===== src/inc/risb_pkg.sv =====
// Purpose: Shared constants and types for the radio interrupt status bank
// Assumes: SPI register numbers are 6-bit, data words are 16-bit
// Notes:   Status bit positions, register numbers and reset values live here
package risb_pkg;

  // Register numbers carried in the SPI header
  localparam logic [5:0] RISB_REG_CCA_CFG  = 6'h06;
  localparam logic [5:0] RISB_REG_MODE     = 6'h07;
  localparam logic [5:0] RISB_REG_CMP1_HI  = 6'h1B;
  localparam logic [5:0] RISB_REG_CMP1_LO  = 6'h1C;
  localparam logic [5:0] RISB_REG_CMP2_HI  = 6'h1D;
  localparam logic [5:0] RISB_REG_CMP2_LO  = 6'h1E;
  localparam logic [5:0] RISB_REG_STATUS   = 6'h24;
  localparam logic [5:0] RISB_REG_TIME_HI  = 6'h26;
  localparam logic [5:0] RISB_REG_TIME_LO  = 6'h27;
  localparam logic [5:0] RISB_REG_MASK     = 6'h3A;
  localparam logic [5:0] RISB_REG_ALT_VAL  = 6'h3B;
  localparam logic [5:0] RISB_REG_ALT_EN   = 6'h3C;
  localparam logic [5:0] RISB_REG_TX_DATA  = 6'h3D;
  localparam logic [5:0] RISB_REG_FIFO_LVL = 6'h3E;

  // Status bit positions
  localparam int RISB_B_PLL     = 15;
  localparam int RISB_B_RAM_TXD = 14;
  localparam int RISB_B_ARB_RXD = 13;
  localparam int RISB_B_ATTN    = 10;
  localparam int RISB_B_DOZE    = 9;
  localparam int RISB_B_CMP1    = 8;
  localparam int RISB_B_RX      = 7;
  localparam int RISB_B_TX      = 6;
  localparam int RISB_B_CCA_END = 5;
  localparam int RISB_B_CMP2    = 2;
  localparam int RISB_B_CCA     = 1;
  localparam int RISB_B_CRC     = 0;
  localparam logic [15:0] RISB_STATUS_USED = 16'hE7E7;

  // Control fields
  localparam int          RISB_CCA_TYPE_POS = 4;
  localparam logic [1:0]  RISB_CCA_TYPE_ED  = 2'h2;
  localparam int          RISB_STRM_POS     = 5;
  localparam int          RISB_CMP_DIS_POS  = 15;
  localparam int          RISB_ALT_EN_POS   = 0;

  // Reset values
  localparam logic [7:0]  RISB_CMP_HI_RST = 8'hFF;
  localparam logic [15:0] RISB_CMP_LO_RST = 16'hFFFF;
  localparam logic [15:0] RISB_MASK_RST   = 16'h0000;
  localparam logic [15:0] RISB_ALT_RST    = 16'h0000;

  // SPI framing
  localparam int RISB_HDR_BITS  = 8;
  localparam int RISB_WORD_BITS = 16;
  localparam int RISB_RD_POS    = 7;

  // Stream transmit buffer
  localparam int RISB_FIFO_DEPTH = 16;
  localparam int RISB_WORD_W     = 16;
  localparam int RISB_LVL_W      = 5;

  typedef struct packed {
    logic ram_addr_err;
    logic arb_busy_err;
    logic strm_tx_done;
    logic strm_rx_done;
    logic pkt_rx_done;
    logic pkt_tx_done;
    logic rx_len_ready;
    logic rx_word_ready;
    logic cca_done;
    logic cca_busy;
    logic crc_ok;
    logic pll_unlocked;
    logic powerup_done;
  } risb_evt_t;

  typedef struct packed {
    logic        dis;
    logic [23:0] value;
  } risb_cmp_t;

  typedef enum logic [1:0] {SPI_IDLE, SPI_HDR, SPI_DATA} risb_spi_t;

endpackage


===== src/logic/risb_sync.sv =====
// Purpose: Two-flop synchroniser for a group of pin inputs
// Assumes: Each bit is an independent level
// Notes:   Only the second stage is visible outside
`timescale 1ns/1ps
`default_nettype none
module risb_sync #(
  parameter int W = 4
) (
  input  wire logic         mclk,
  input  wire logic         reset,
  input  wire logic         clk_en,
  input  wire logic [W-1:0] rst_val,
  input  wire logic [W-1:0] async_in,
  output var  logic [W-1:0] sync_out
);

  logic [W-1:0] stage1_r;

  genvar g;
  generate
    for (g = 0; g < W; g++)
    begin : g_bit
      always_ff @(posedge mclk)
      begin
        if (reset)
        begin
          stage1_r[g] <= rst_val[g];
          sync_out[g] <= rst_val[g];
        end
        else if (clk_en)
        begin
          stage1_r[g] <= async_in[g];
          sync_out[g] <= stage1_r[g];
        end
      end
    end
  endgenerate

endmodule
`default_nettype wire


===== src/logic/risb_fifo.sv =====
// Purpose: Word FIFO with a registered output stage
// Assumes: Single clock
// Notes:   Output data and valid come straight from flops
`timescale 1ns/1ps
`default_nettype none
module risb_fifo #(
  parameter int WIDTH = 16,
  parameter int DEPTH = 16,
  parameter int LW    = 5
) (
  input  wire logic             mclk,
  input  wire logic             reset,
  input  wire logic             clk_en,
  input  wire logic [WIDTH-1:0] in_data,
  input  wire logic             in_valid,
  output logic                  in_ready,
  output var  logic [WIDTH-1:0] out_data,
  output var  logic             out_valid,
  input  wire logic             out_ready,
  output logic [LW-1:0]         level
);

  localparam int AW = $clog2(DEPTH);

  logic [WIDTH-1:0] mem [DEPTH];
  logic [AW-1:0]    wp_r;
  logic [AW-1:0]    rp_r;
  logic [LW-1:0]    cnt_r;
  logic             push;
  logic             pop;

  assign in_ready = (cnt_r != LW'(DEPTH));
  assign push     = in_valid && in_ready;
  assign pop      = (cnt_r != '0) && (!out_valid || out_ready);
  assign level    = cnt_r;

  always_ff @(posedge mclk)
  begin
    if (clk_en && push)
      mem[wp_r] <= in_data;
  end

  always_ff @(posedge mclk)
  begin
    if (reset)
    begin
      wp_r  <= '0;
      rp_r  <= '0;
      cnt_r <= '0;
    end
    else if (clk_en)
    begin
      if (push)
        wp_r <= wp_r + AW'(1);
      if (pop)
        rp_r <= rp_r + AW'(1);
      cnt_r <= cnt_r + LW'(push) - LW'(pop);
    end
  end

  always_ff @(posedge mclk)
  begin
    if (reset)
    begin
      out_valid <= 1'b0;
      out_data  <= '0;
    end
    else if (clk_en)
    begin
      if (pop)
      begin
        out_valid <= 1'b1;
        out_data  <= mem[rp_r];
      end
      else if (out_ready)
        out_valid <= 1'b0;
    end
  end

endmodule
`default_nettype wire


===== src/logic/risb_top.sv =====
// Purpose: Interrupt status bank of a low-power radio, reached over SPI
// Assumes: Sequencer events arrive as one-cycle pulses on mclk
// Notes:   SPI pins are sampled by mclk, mode 0, header then 16-bit words
// How it works
// - Status read returns bits then clears them
// - Mask gates request; events always recorded
// - Bit 15 shows lock loss, masked
// - Mode 0: bit 14 RAM address overrun
// - Mode 1: bit 14 stream transmit done
// - Mode 0: bit 13 RAM access while busy
// - Mode 1: bit 13 stream receive done
// - Bit 10: attention falling edge or power-up complete
// - Doze compare two match sets bit 9, wakes
// - Bit 8: compare one equals timer
// - Mode 0: bit 7 packet received
// - Mode 1: bit 7 length then word ready
// - Mode 0: bit 6 packet sent
// - Mode 1: bit 6 ready for next word
// - Bit 5: channel assessment finished
// - Bit 2: compare two or alternate match
// - Bit 1: channel busy result
// - Energy detect type holds bit 1 low
// - 24-bit event timer, read in two parts
// - Compare loads on low word write
`timescale 1ns/1ps
`default_nettype none
module risb_top
  import risb_pkg::*;
(
  input  wire logic                   mclk,
  input  wire logic                   reset,
  input  wire logic                   clk_en,
  input  wire logic                   spi_cs_n,
  input  wire logic                   spi_sclk,
  input  wire logic                   spi_mosi,
  output var  logic                   spi_miso,
  output var  logic                   spi_miso_oe,
  input  wire logic                   attn_n,
  input  wire logic                   timer_tick,
  input  wire logic                   doze_active,
  input  wire risb_pkg::risb_evt_t    evt,
  output var  logic                   irq_n,
  output var  logic                   doze_wake,
  output var  logic [RISB_WORD_W-1:0] tx_word,
  output var  logic                   tx_word_valid,
  input  wire logic                   tx_word_ready
);

  import risb_pkg::*;

  // Synchronised pins
  logic       cs_n_s;
  logic       sclk_s;
  logic       mosi_s;
  logic       attn_n_s;
  logic       sclk_d_r;
  logic       attn_d_r;
  logic       sclk_rise;
  logic       sclk_fall;
  logic       attn_fall;

  risb_sync #(.W(4)) u_sync (
    .mclk     (mclk),
    .reset    (reset),
    .clk_en   (clk_en),
    .rst_val  (4'hB),
    .async_in ({spi_cs_n, spi_sclk, spi_mosi, attn_n}),
    .sync_out ({cs_n_s, sclk_s, mosi_s, attn_n_s})
  );

  always_ff @(posedge mclk)
  begin
    if (reset)
    begin
      sclk_d_r <= 1'b0;
      attn_d_r <= 1'b1;
    end
    else if (clk_en)
    begin
      sclk_d_r <= sclk_s;
      attn_d_r <= attn_n_s;
    end
  end

  assign sclk_rise = sclk_s && !sclk_d_r && !cs_n_s;
  assign sclk_fall = !sclk_s && sclk_d_r && !cs_n_s;
  assign attn_fall = !attn_n_s && attn_d_r;

  // Register state
  logic [15:0]          status_r;
  logic [15:0]          mask_r;
  logic [15:0]          alt_val_r;
  logic                 alt_en_r;
  logic                 strm_mode_r;
  logic [1:0]           cca_type_r;
  logic [15:0]          cmp1_hi_r;
  logic [15:0]          cmp2_hi_r;
  risb_cmp_t            cmp1_r;
  risb_cmp_t            cmp2_r;
  logic [23:0]          timer_r;
  logic [15:0]          time_lo_hold_r;
  logic                 boot_r;

  // SPI engine
  risb_spi_t            spi_st_r;
  logic [4:0]           bit_cnt_r;
  logic [15:0]          rx_shift_r;
  logic [15:0]          tx_shift_r;
  logic                 is_read_r;
  logic [5:0]           addr_r;
  logic                 hdr_done;
  logic                 word_done;
  logic                 rd_take;
  logic [5:0]           rd_addr;
  logic                 wr_pulse;
  logic [15:0]          wr_data;
  logic [15:0]          shift_in;

  // Stream transmit FIFO
  logic                 fifo_in_ready;
  logic [RISB_LVL_W-1:0] fifo_level;
  logic                 tx_pop;

  function automatic logic wr_hit(input logic pulse, input logic [5:0] a,
                                  input logic [5:0] reg_no);
    wr_hit = pulse && (a == reg_no);
  endfunction

  assign shift_in  = {rx_shift_r[14:0], mosi_s};
  assign hdr_done  = sclk_rise && (spi_st_r == SPI_HDR)
                     && (bit_cnt_r == 5'(RISB_HDR_BITS - 1));
  assign word_done = sclk_rise && (spi_st_r == SPI_DATA)
                     && (bit_cnt_r == 5'(RISB_WORD_BITS - 1));
  assign rd_take   = (hdr_done && shift_in[RISB_RD_POS]) || (word_done && is_read_r);
  assign rd_addr   = hdr_done ? shift_in[5:0] : addr_r + 6'h01;
  assign wr_pulse  = word_done && !is_read_r;
  assign wr_data   = shift_in;

  function automatic logic [15:0] read_mux(input logic [5:0] a);
    unique case (a)
      RISB_REG_CCA_CFG:  read_mux = 16'(cca_type_r) << RISB_CCA_TYPE_POS;
      RISB_REG_MODE:     read_mux = 16'(strm_mode_r) << RISB_STRM_POS;
      RISB_REG_CMP1_HI:  read_mux = cmp1_hi_r;
      RISB_REG_CMP1_LO:  read_mux = cmp1_r.value[15:0];
      RISB_REG_CMP2_HI:  read_mux = cmp2_hi_r;
      RISB_REG_CMP2_LO:  read_mux = cmp2_r.value[15:0];
      RISB_REG_STATUS:   read_mux = status_r & RISB_STATUS_USED;
      RISB_REG_TIME_HI:  read_mux = {8'h00, timer_r[23:16]};
      RISB_REG_TIME_LO:  read_mux = time_lo_hold_r;
      RISB_REG_MASK:     read_mux = mask_r;
      RISB_REG_ALT_VAL:  read_mux = alt_val_r;
      RISB_REG_ALT_EN:   read_mux = 16'(alt_en_r);
      RISB_REG_FIFO_LVL: read_mux = 16'(fifo_level);
      default:           read_mux = 16'h0000;
    endcase
  endfunction

  always_ff @(posedge mclk)
  begin
    if (reset)
    begin
      spi_st_r   <= SPI_IDLE;
      bit_cnt_r  <= '0;
      rx_shift_r <= '0;
      is_read_r  <= 1'b0;
      addr_r     <= '0;
    end
    else if (clk_en)
    begin
      if (cs_n_s)
        spi_st_r <= SPI_IDLE;
      else
      begin
        unique case (spi_st_r)
          SPI_IDLE:
          begin
            spi_st_r  <= SPI_HDR;
            bit_cnt_r <= '0;
          end
          SPI_HDR, SPI_DATA:
          begin
            if (sclk_rise)
            begin
              rx_shift_r <= shift_in;
              bit_cnt_r  <= bit_cnt_r + 5'h01;
            end
            if (hdr_done)
            begin
              spi_st_r  <= SPI_DATA;
              bit_cnt_r <= '0;
              is_read_r <= shift_in[RISB_RD_POS];
              addr_r    <= shift_in[5:0];
            end
            else if (word_done)
            begin
              bit_cnt_r <= '0;
              addr_r    <= addr_r + 6'h01;
            end
          end
        endcase
      end
    end
  end

  // Read data out on falling SCLK, held undriven while deselected
  always_ff @(posedge mclk)
  begin
    if (reset)
    begin
      tx_shift_r  <= '0;
      spi_miso    <= 1'b0;
      spi_miso_oe <= 1'b0;
    end
    else if (clk_en)
    begin
      spi_miso_oe <= !cs_n_s;
      if (rd_take)
        tx_shift_r <= read_mux(rd_addr);
      else if (sclk_fall && (spi_st_r == SPI_DATA) && is_read_r)
      begin
        spi_miso   <= tx_shift_r[15];
        tx_shift_r <= {tx_shift_r[14:0], 1'b0};
      end
    end
  end

  // Control registers
  always_ff @(posedge mclk)
  begin
    if (reset)
    begin
      mask_r      <= RISB_MASK_RST;
      alt_val_r   <= RISB_ALT_RST;
      alt_en_r    <= 1'b0;
      strm_mode_r <= 1'b0;
      cca_type_r  <= '0;
    end
    else if (clk_en)
    begin
      if (wr_hit(wr_pulse, addr_r, RISB_REG_MASK))
        mask_r <= wr_data;
      if (wr_hit(wr_pulse, addr_r, RISB_REG_ALT_VAL))
        alt_val_r <= wr_data;
      if (wr_hit(wr_pulse, addr_r, RISB_REG_ALT_EN))
        alt_en_r <= wr_data[RISB_ALT_EN_POS];
      if (wr_hit(wr_pulse, addr_r, RISB_REG_MODE))
        strm_mode_r <= wr_data[RISB_STRM_POS];
      if (wr_hit(wr_pulse, addr_r, RISB_REG_CCA_CFG))
        cca_type_r <= wr_data[RISB_CCA_TYPE_POS +: 2];
    end
  end

  // Comparators take the held high word only when the low word lands
  always_ff @(posedge mclk)
  begin
    if (reset)
    begin
      cmp1_hi_r <= {8'h00, RISB_CMP_HI_RST};
      cmp2_hi_r <= {8'h00, RISB_CMP_HI_RST};
      cmp1_r    <= '{dis: 1'b0, value: {RISB_CMP_HI_RST, RISB_CMP_LO_RST}};
      cmp2_r    <= '{dis: 1'b0, value: {RISB_CMP_HI_RST, RISB_CMP_LO_RST}};
    end
    else if (clk_en)
    begin
      if (wr_hit(wr_pulse, addr_r, RISB_REG_CMP1_HI))
        cmp1_hi_r <= wr_data & 16'h80FF;
      if (wr_hit(wr_pulse, addr_r, RISB_REG_CMP2_HI))
        cmp2_hi_r <= wr_data & 16'h80FF;
      if (wr_hit(wr_pulse, addr_r, RISB_REG_CMP1_LO))
        cmp1_r <= '{dis: cmp1_hi_r[RISB_CMP_DIS_POS],
                    value: {cmp1_hi_r[7:0], wr_data}};
      if (wr_hit(wr_pulse, addr_r, RISB_REG_CMP2_LO))
        cmp2_r <= '{dis: cmp2_hi_r[RISB_CMP_DIS_POS],
                    value: {cmp2_hi_r[7:0], wr_data}};
    end
  end

  // Event timer with a coherent low half for two-part reads
  always_ff @(posedge mclk)
  begin
    if (reset)
    begin
      timer_r        <= '0;
      time_lo_hold_r <= '0;
    end
    else if (clk_en)
    begin
      if (timer_tick)
        timer_r <= timer_r + 24'h000001;
      if (rd_take && (rd_addr == RISB_REG_TIME_HI))
        time_lo_hold_r <= timer_r[15:0];
      else if (rd_take && (rd_addr == RISB_REG_TIME_LO) && !is_read_r)
        time_lo_hold_r <= timer_r[15:0];
    end
  end

  // Event sources for the status bits
  logic        cmp1_hit;
  logic        cmp2_hit;
  logic        alt_hit;
  logic        status_rd;
  logic [15:0] set_v;

  assign cmp1_hit  = timer_tick && !cmp1_r.dis && (timer_r == cmp1_r.value);
  assign cmp2_hit  = timer_tick && !cmp2_r.dis && (timer_r == cmp2_r.value);
  assign alt_hit   = timer_tick && alt_en_r && (timer_r[15:0] == alt_val_r);
  assign status_rd = rd_take && (rd_addr == RISB_REG_STATUS);
  assign tx_pop    = tx_word_valid && tx_word_ready;

  always_comb
  begin
    set_v                 = '0;
    set_v[RISB_B_PLL]     = evt.pll_unlocked;
    set_v[RISB_B_RAM_TXD] = strm_mode_r ? evt.strm_tx_done
                                        : evt.ram_addr_err;
    set_v[RISB_B_ARB_RXD] = strm_mode_r ? evt.strm_rx_done
                                        : evt.arb_busy_err;
    set_v[RISB_B_ATTN]    = attn_fall || evt.powerup_done || boot_r;
    set_v[RISB_B_DOZE]    = cmp2_hit && doze_active;
    set_v[RISB_B_CMP1]    = cmp1_hit;
    set_v[RISB_B_RX]      = strm_mode_r ? (evt.rx_len_ready || evt.rx_word_ready)
                                        : evt.pkt_rx_done;
    set_v[RISB_B_TX]      = strm_mode_r ? tx_pop
                                        : evt.pkt_tx_done;
    set_v[RISB_B_CCA_END] = evt.cca_done;
    set_v[RISB_B_CMP2]    = cmp2_hit || alt_hit;
  end

  // First cycle after reset release counts as power-up complete
  always_ff @(posedge mclk)
  begin
    if (reset)
      boot_r <= 1'b1;
    else if (clk_en)
      boot_r <= 1'b0;
  end

  // Sticky status: a read clears, a same-cycle event still lands
  always_ff @(posedge mclk)
  begin
    if (reset)
      status_r <= '0;
    else if (clk_en)
    begin
      status_r <= ((status_rd ? 16'h0000 : status_r) | set_v) & RISB_STATUS_USED;
      if (evt.pll_unlocked)
        status_r[RISB_B_PLL] <= 1'b1;
      if (evt.cca_done)
        status_r[RISB_B_CCA] <= evt.cca_busy && (cca_type_r != RISB_CCA_TYPE_ED);
      else if (status_rd)
        status_r[RISB_B_CCA] <= 1'b0;
      if (evt.pkt_rx_done && !strm_mode_r)
        status_r[RISB_B_CRC] <= evt.crc_ok;
      else if (status_rd)
        status_r[RISB_B_CRC] <= 1'b0;
    end
  end

  // Request pin and doze wake-up
  always_ff @(posedge mclk)
  begin
    if (reset)
    begin
      irq_n     <= 1'b1;
      doze_wake <= 1'b0;
    end
    else if (clk_en)
    begin
      irq_n     <= ~|(status_r & mask_r & RISB_STATUS_USED & ~(status_rd ? 16'hFFFF : 16'h0000));
      doze_wake <= cmp2_hit && doze_active;
    end
  end

  risb_fifo #(
    .WIDTH (RISB_WORD_W),
    .DEPTH (RISB_FIFO_DEPTH),
    .LW    (RISB_LVL_W)
  ) u_tx_fifo (
    .mclk      (mclk),
    .reset     (reset),
    .clk_en    (clk_en),
    .in_data   (wr_data),
    .in_valid  (wr_hit(wr_pulse, addr_r, RISB_REG_TX_DATA)),
    .in_ready  (fifo_in_ready),
    .out_data  (tx_word),
    .out_valid (tx_word_valid),
    .out_ready (tx_word_ready),
    .level     (fifo_level)
  );

  logic unused_ok;
  assign unused_ok = fifo_in_ready;

endmodule
`default_nettype wire


===== config.mk =====
export PLATFORM = sky130hd
export DESIGN_NAME = risb_top
export DESIGN_NICKNAME = d
export VERILOG_FILES = /design/src/inc/risb_pkg.sv /design/src/logic/risb_sync.sv /design/src/logic/risb_fifo.sv /design/src/logic/risb_top.sv
export SDC_FILE = /design/constraint.sdc
export NUM_CORES = 1
export LEC_CHECK = 0
export BUFFER_PORTS_ARGS = -buffer_cell sky130_fd_sc_hd__buf_2
export CAP_MARGIN = 5
export CORE_ASPECT_RATIO = 0.75
export CORE_MARGIN = 2
export CORE_UTILIZATION = 57
export DETAILED_ROUTE_END_ITERATION = 10
export PLACE_DENSITY = 0.76
export SETUP_SLACK_MARGIN = 0.15
export SYNTH_ARGS = -nofsm -noshare
export SYNTH_HDL_FRONTEND = slang
export SYNTH_HIERARCHICAL = 1
export SYNTH_SLANG_ARGS = --single-unit

===== constraint.sdc =====
create_clock -name mclk -period 3.8 [get_ports mclk]
set_clock_uncertainty 0.2 [all_clocks]
set_input_delay 0.76 -clock mclk [delete_from_list [all_inputs] [get_ports mclk]]
set_output_delay 0.76 -clock mclk [all_outputs]
set_load 0.1 [all_outputs]

==> metrics.cfg, run 1 <==
[detailed_routing]
vias = 15570
ant_nets = 0
drtIter0Drc = 2134
vias_per_cell = 6.475
routed_wl_microns = 63000
dr.pass1.iters = 6
drcViolationCount = 0
wl_per_cell_microns = 26.20

[timing]
slew_headroom = 0.2480
period_share = 0.9008
setup_ws_ns = 0.3770
hold_slack_ns = 0.2613
hold_viol = 0
tightest_slew_ns = 1.128
slew_viol_final = 0
fin_crit_ns = 3.423
report.final.setup_viol = 0
fmax_mhz = 292.1
setup_tns_ns = 0
rsz0062_at_grt = no

[worst_hold_path]
min-delay-path-class = in -> reg
hp-start = evt[1]
min_to = status_r[15]$_SDFFE_PP0P_
min_path_cells = 3

[setup_path]
r2r_slack_ns = 0.38
path_class = reg -> reg
required_ns = 4.06
r2r-start = bit_cnt_r[4]$_SDFFE_PP0P_
r2r_end = u_tx_fifo/level[4]$_SDFFE_PP0P_
worstPathArrival_ns = 3.68
path_max_fanout = 4
worstSetupEndpointType = register
startpoint = bit_cnt_r[4]$_SDFFE_PP0P_
worstSetupStartpointType = register
worst-r2r-cell-count = 14

[clock_tree]
cts_tree = done
cts_made_buffers = 47
path_clk_slew_ns = 0.06
clock_sinks = 502
cts_hold_buf = 0
cts-root-buf = clkbuf_16
clk_latency_ns = 0.57
htreeDepth = 2
clock_path_buffers = 3

[placed_design]
dpl_worst_slack_ns = 0.2933
gp_congestion = 0.9587
port-buffer-count = 43
hpwl_microns = 41060

[die]
die_h_microns = 174.8
initial_core_util = 0.5783
die-area_sq_mm = 0.04049
coreArea_sq_mm = 0.03832
dieWidth_microns = 231.7
rows = 62
io_pins = 44

[global_routing]
antenna_found_initial = 0
grt_pass1_vias = 15180
gr-total-overflow = 0
grt_max_degree = 95
grt_usage = 0.3123
grt_pass1_wl_microns = 94630

[pwr]
ir_drop_v = 0.0004415
switchingPower_mw = 2.998
total_power_mw = 11.86
seqPwrFrac = 0.502
clkPwrFrac = 0.398
p_sw_frac = 0.2527
p_leak_nw = 8.403
p_per_area_mw_per_mm2 = 480.4
power.internal_mw = 8.864
comb_power_share = 0.100

[logic_synthesis]
ys.warnings.count = 6
synth_area_sq_mm = 0.02216
synth.top_cell.area_share = 0.3577
seq_area_frac_synth = 0.5727
ys_top_cells_by_area = edfxtp_1, dfxtp_1, mux2i_1
synth-main-ff-cell = edfxtp_1
synth.avg_cell_area_sq_um = 12.33
yosys.area.top_type = edfxtp_1
ys_types = 93
syn-instance-count = 1798
ys_async_sr_fraction = 0
ys_ff_latch = 502
synth_enable_flop_cells = 264

[finish]
area_growth_pct = 11.40
fin_nets = 1898
drive_above_1_share = 0.1764
final_util = 0.6443
antenna_cells = 0

[outcome]
status = finished, final reports clean

[flow_run]
cap_violations = 0

[stage by stage]
| stage | cells | area (sq um) |
|---|---|---|
| after floorplan | 1804 | 22190 |
| after global placement | 2317 | 23130 |
| after detailed placement | 2317 | 23130 |
| after CTS | 2404 | 24660 |
| after global routing | 2405 | 24690 |
| final | 2405 | 24690 |
[cells by family after synthesis]
group / Yosys count / synth area share
AO/OA/AOI/OAI: 277 / 0.09135
multiplexers: 222 / 0.1384
adder cells (fa/ha/maj): 20 / 0.01163
buffers and inverters: 150 / 0.03184
XOR/XNOR: 92 / 0.03636
flip-flops: 502 / 0.5727
other: 2 / 0.0003389
AND/OR/NAND/NOR: 533 / 0.1174
[cell type report]
cell class | instances | area, sq um
clock buffers | 71 | 1349
well taps | 512 | 640.6
clock inverters | 16 | 178.9
repair buffers | 128 | 884.6
multi-input cells | 1152 | 8846
inverters | 24 | 90.09
fillers | 2845 | 13630
flip-flops and latches | 502 | 12700
[registers in the layout, summed over array words and instances, names as in the netlist, 4 cells and up]
| register | flops |
|---|---|
| addr_r | 6 |
| alt_val_r | 16 |
| bit_cnt_r | 5 |
| cmp1_hi_r | 9 |
| cmp1_r | 25 |
| cmp2_hi_r | 9 |
| cmp2_r | 25 |
| mask_r | 16 |
| rx_shift_r | 15 |
| status_r | 12 |
| time_lo_hold_r | 16 |
| timer_r | 24 |
| tx_shift_r | 16 |
| u_sync/stage1_r | 4 |
| u_sync/sync_out | 4 |
| u_tx_fifo/level | 5 |
| u_tx_fifo/mem | 256 |
| u_tx_fifo/out_data | 16 |
| u_tx_fifo/rp_r | 4 |
| u_tx_fifo/wp_r | 4 |
[layer usage]
layer | vias to the layer above | GRT usage | wire, microns
met1 | 7721 | 0.4623 | 26240
met5 | - | 0 | 0
met4 | 0 | 0.09108 | 1893
met3 | 141 | 0.09628 | 8177
li1 | 6773 | - | -
met2 | 938 | 0.4430 | 26690
[worst max path at each step]
stage / to / slack [ns] / cells after the start
4_1_cts: u_tx_fifo/level[4]$_SDFFE_PP0P_ / 0.27 / 14
6_report: u_tx_fifo/level[4]$_SDFFE_PP0P_ / 0.38 / 14
3_5_place_dp: u_tx_fifo/level[4]$_SDFFE_PP0P_ / 0.29 / 14
2_1_floorplan: u_tx_fifo/mem[3][0]$_DFFE_PP_ / 0.22 / 8
5_1_grt: u_tx_fifo/level[4]$_SDFFE_PP0P_ / 0.15 / 14
3_3_place_gp: u_tx_fifo/level[4]$_SDFFE_PP0P_ / 0.30 / 14
[worst max-delay path: stages (launching register included)]
cell and delay (ns):
dfxtp_2 0.34, or4b_4 0.56, nor3_4 0.21, and2_4 0.18, nand2_1 0.05, ha_1 0.27, inv_1 0.06, ha_1 0.16
inv_1 0.06, fa_2 0.34, nand2b_1 0.16, a21oi_2 0.14, o21ai_0 0.08, a21oi_1 0.18, mux2_1 0.33
[placed cells by master (no fill, tap or decap), types with 15 or more instances in the layout]
cell,n
nand4_1,24
a22oi_1,20
inv_1,22
clkbuf_1,18
nand3_1,34
clkbuf_16,49
and3_1,18
ha_1,19
mux2i_1,147
o21ai_0,37
mux4_2,64
buf_4,83
buf_2,42
xnor2_1,43
o221ai_1,15
nand3b_1,19
a221oi_1,17
xor2_1,49
a21oi_1,82
edfxtp_1,264
dfxtp_1,233
nor2_1,140
nand2_1,191
[power groups by stage]
stage	registers (mW)	logic, mW	clock network, mW
2_1_floorplan	6.15	0.772	0
3_3_place_gp	6.07	1.15	0
4_1_cts	5.95	1.17	4.75
6_report	5.96	1.19	4.72
5_1_grt	5.97	1.27	4.95
3_5_place_dp	6.07	1.16	0
[synthesized netlist by cell type (5+ instances only)]
master and count:
nand3b_1 19, nor4_1 14, nand4_1 24, a221oi_1 17, nor3_1 16, a22oi_1 20, and2_1 5, o221ai_1 15
mux2_4 8, mux2i_1 147, clkbuf_1 72, dfxtp_1 238, nand2_1 191, inv_1 22, o221ai_2 6, a221o_1 5
o21ai_1 5, o21ai_0 38, nand3_1 34, and3_1 18, buf_2 26, a222oi_1 9, nor2b_1 10, xnor2_1 43
a21oi_1 83, or3_1 12, buf_4 13, buf_6 8, edfxtp_1 264, buf_1 6, a2111oi_2 5, a22o_1 10
a21o_1 5, ha_1 19, mux4_2 64, a211oi_1 7, nor2_1 144, xor2_1 49, nand2b_1 10
[repair_timing]
action,4_1_cts,5_1_grt
gates resized for setup,0,7
hold endpoints to repair,0,0
setup endpoints to repair,0,1
buffers inserted,0,1
Power figures use the tool's default switching activity.
==> inputs of run 2 (changes only) <==
--- a/config.mk
+++ b/config.mk
@@ -7,11 +7,14 @@
 export LEC_CHECK = 0
 export BUFFER_PORTS_ARGS = -buffer_cell sky130_fd_sc_hd__buf_2
 export CAP_MARGIN = 5
+export CELL_PAD_IN_SITES_DETAIL_PLACEMENT = 1
+export CELL_PAD_IN_SITES_GLOBAL_PLACEMENT = 1
 export CORE_ASPECT_RATIO = 0.75
 export CORE_MARGIN = 2
-export CORE_UTILIZATION = 57
+export CORE_UTILIZATION = 47
+export CTS_BUF_LIST = sky130_fd_sc_hd__clkbuf_16
 export DETAILED_ROUTE_END_ITERATION = 10
-export PLACE_DENSITY = 0.76
+export PLACE_DENSITY_LB_ADDON = 0.1
 export SETUP_SLACK_MARGIN = 0.15
 export SYNTH_ARGS = -nofsm -noshare
 export SYNTH_HDL_FRONTEND = slang
==> run 2 against run 1 <==
Cell count increased by 5.2%; via count decreased by 1.5%; sequential power decreased by 1%; critical path type unchanged; routed wire length increased by 6.4%; register-to-register slack got worse by 0.12 ns; power increased by 2.1%.
==> metrics.cfg, run 2 (synthesized netlist as in run 1, its figures left out) <==
[clock_tree]
cts_tree = done
path_clk_slew_ns = 0.06
cts_made_buffers = 51
cts_hold_buf = 0
clk_latency_ns = 0.60
clock_path_buffers = 3
clock_sinks = 502
cts-root-buf = clkbuf_16
htreeDepth = 2

[finish]
mostFrequentLayoutCell = edfxtp_1
final_util = 0.5383
layout_common_cells = edfxtp_1, dfxtp_1, nand2_1, mux2i_1, nor2_1
largest_register_ffs = 256
regMostFlops = u_tx_fifo/mem
fin_nets = 1899
fillCellCount = 4704
reg_top3 = u_tx_fifo/mem x256, cmp1_r x25, cmp2_r x25
area_growth_pct = 12.42
drive_above_1_share = 0.1739
design_area_sq_mm = 0.02492
instances_no_fill = 2529

[setup_path]
required_ns = 4.09
path_class = reg -> reg
worstSetupEndpointType = register
worstPathArrival_ns = 3.83
worstSetupStartpointType = register
path_max_fanout = 3

[timing]
fmax_mhz = 282.6
hold_slack_ns = 0.2502
slew_headroom = 0.1826
tightest_slew_ns = 1.224
slew_viol_final = 0
setup_ws_ns = 0.2610
fin_crit_ns = 3.539
period_share = 0.9313
rsz0062_at_grt = yes
hold_viol = 0
report.final.setup_viol = 0
setup_tns_ns = 0

[global_routing]
antenna_found_initial = 0
grt_max_degree = 73
grt_pass1_vias = 15550
grt_usage = 0.2782
grt_pass1_wl_microns = 100400
gr-total-overflow = 0

[placed_design]
port-buffer-count = 43
placed_cell_area_sq_mm = 0.02326
gp_congestion = 0.8967
dp_cells = 2432
hpwl_microns = 45390
dpl_worst_slack_ns = 0.2524

[pwr]
ir_drop_v = 0.0004502
p_leak_nw = 8.521
p_per_area_mw_per_mm2 = 486.1
total_power_mw = 12.11

[outcome]
status = finished, final reports clean

[detailed_routing]
dr.pass1.iters = 7
vias_per_cell = 6.064
ant_nets = 0
drtIter0Drc = 1538
drcViolationCount = 0
routed_wl_microns = 67030
vias = 15340
wl_per_cell_microns = 26.51

[die]
initial_core_util = 0.4788
die-area_sq_mm = 0.04893
io_pins = 44
die_h_microns = 192.1
rows = 68
dieWidth_microns = 254.7
coreArea_sq_mm = 0.04628

[worst_hold_path]
min-delay-path-class = in -> reg

[flow_run]
cap_violations = 0

## run 2: changes by cell type in the layout (fill, tap and decap cells not counted), sizes merged
cell / previous run / this run
bufinv: 3 / 5
clkinv: 13 / 16
buf: 128 / 125
diode: 0 / 1
clkbuf: 71 / 51
inv: 23 / 46
## run 2: final timing paths
kind                           startpoint                         endpoint  slack, ns  cells after the start
min                                evt[2]         status_r[0]$_SDFFE_PP0P_       0.25                      3
max          u_sync/sync_out[3]$_DFFE_PP_  u_tx_fifo/level[4]$_SDFFE_PP0P_       0.26                     14
max reg2reg  u_sync/sync_out[3]$_DFFE_PP_  u_tx_fifo/level[4]$_SDFFE_PP0P_       0.26                     14
min reg2reg           boot_r$_SDFFE_PP1P_              boot_r$_SDFFE_PP1P_       0.26                      1
## run 2: repair_timing
action / 4_1_cts / 5_1_grt
setup buffers: 0 / 1
resized for setup: 0 / 9
setup endpoints to repair: 0 / 17
## run 2: routing by layer
metal	part of all wire	wire length, microns	vias to the layer above	track usage
met4	0.022	1479	0	0.08097
met1	0.48	32250	7915	0.4258
li1	-	-	6783	-
met3	0.072	4823	86	0.05624
met2	0.42	28480	551	0.3961
met5	0	0	-	0
## run 2: layout make-up
type                    count  area (sq um)  area share
diodes                      1         2.502   0.0001004
multi-input cells        1152          8845      0.3550
well taps                 630         788.3     0.03164
clock inverters            44         337.8     0.01356
repair buffers            125         874.6     0.03510
inverters                  24         90.09    0.003616
clock buffers              51          1276     0.05122
flip-flops and latches    502         12700      0.5098
## run 2: critical path: stages, from the launching register on
cell,delay (ns)
edfxtp_1,0.40
or4b_4,0.52
nor3_4,0.20
and2_4,0.17
nand2_1,0.05
ha_1,0.27
inv_1,0.06
ha_1,0.16
inv_1,0.06
fa_1,0.40
nand2b_4,0.17
a21oi_2,0.13
o21ai_0,0.09
a21oi_1,0.20
mux2_1,0.33
## run 2: report_power, final
part	switching [mW]	leakage [nW]	internal, mW
combinational	0.811	3.16	0.463
sequential	0.150	4.49	5.75
clock	2.16	0.869	2.78
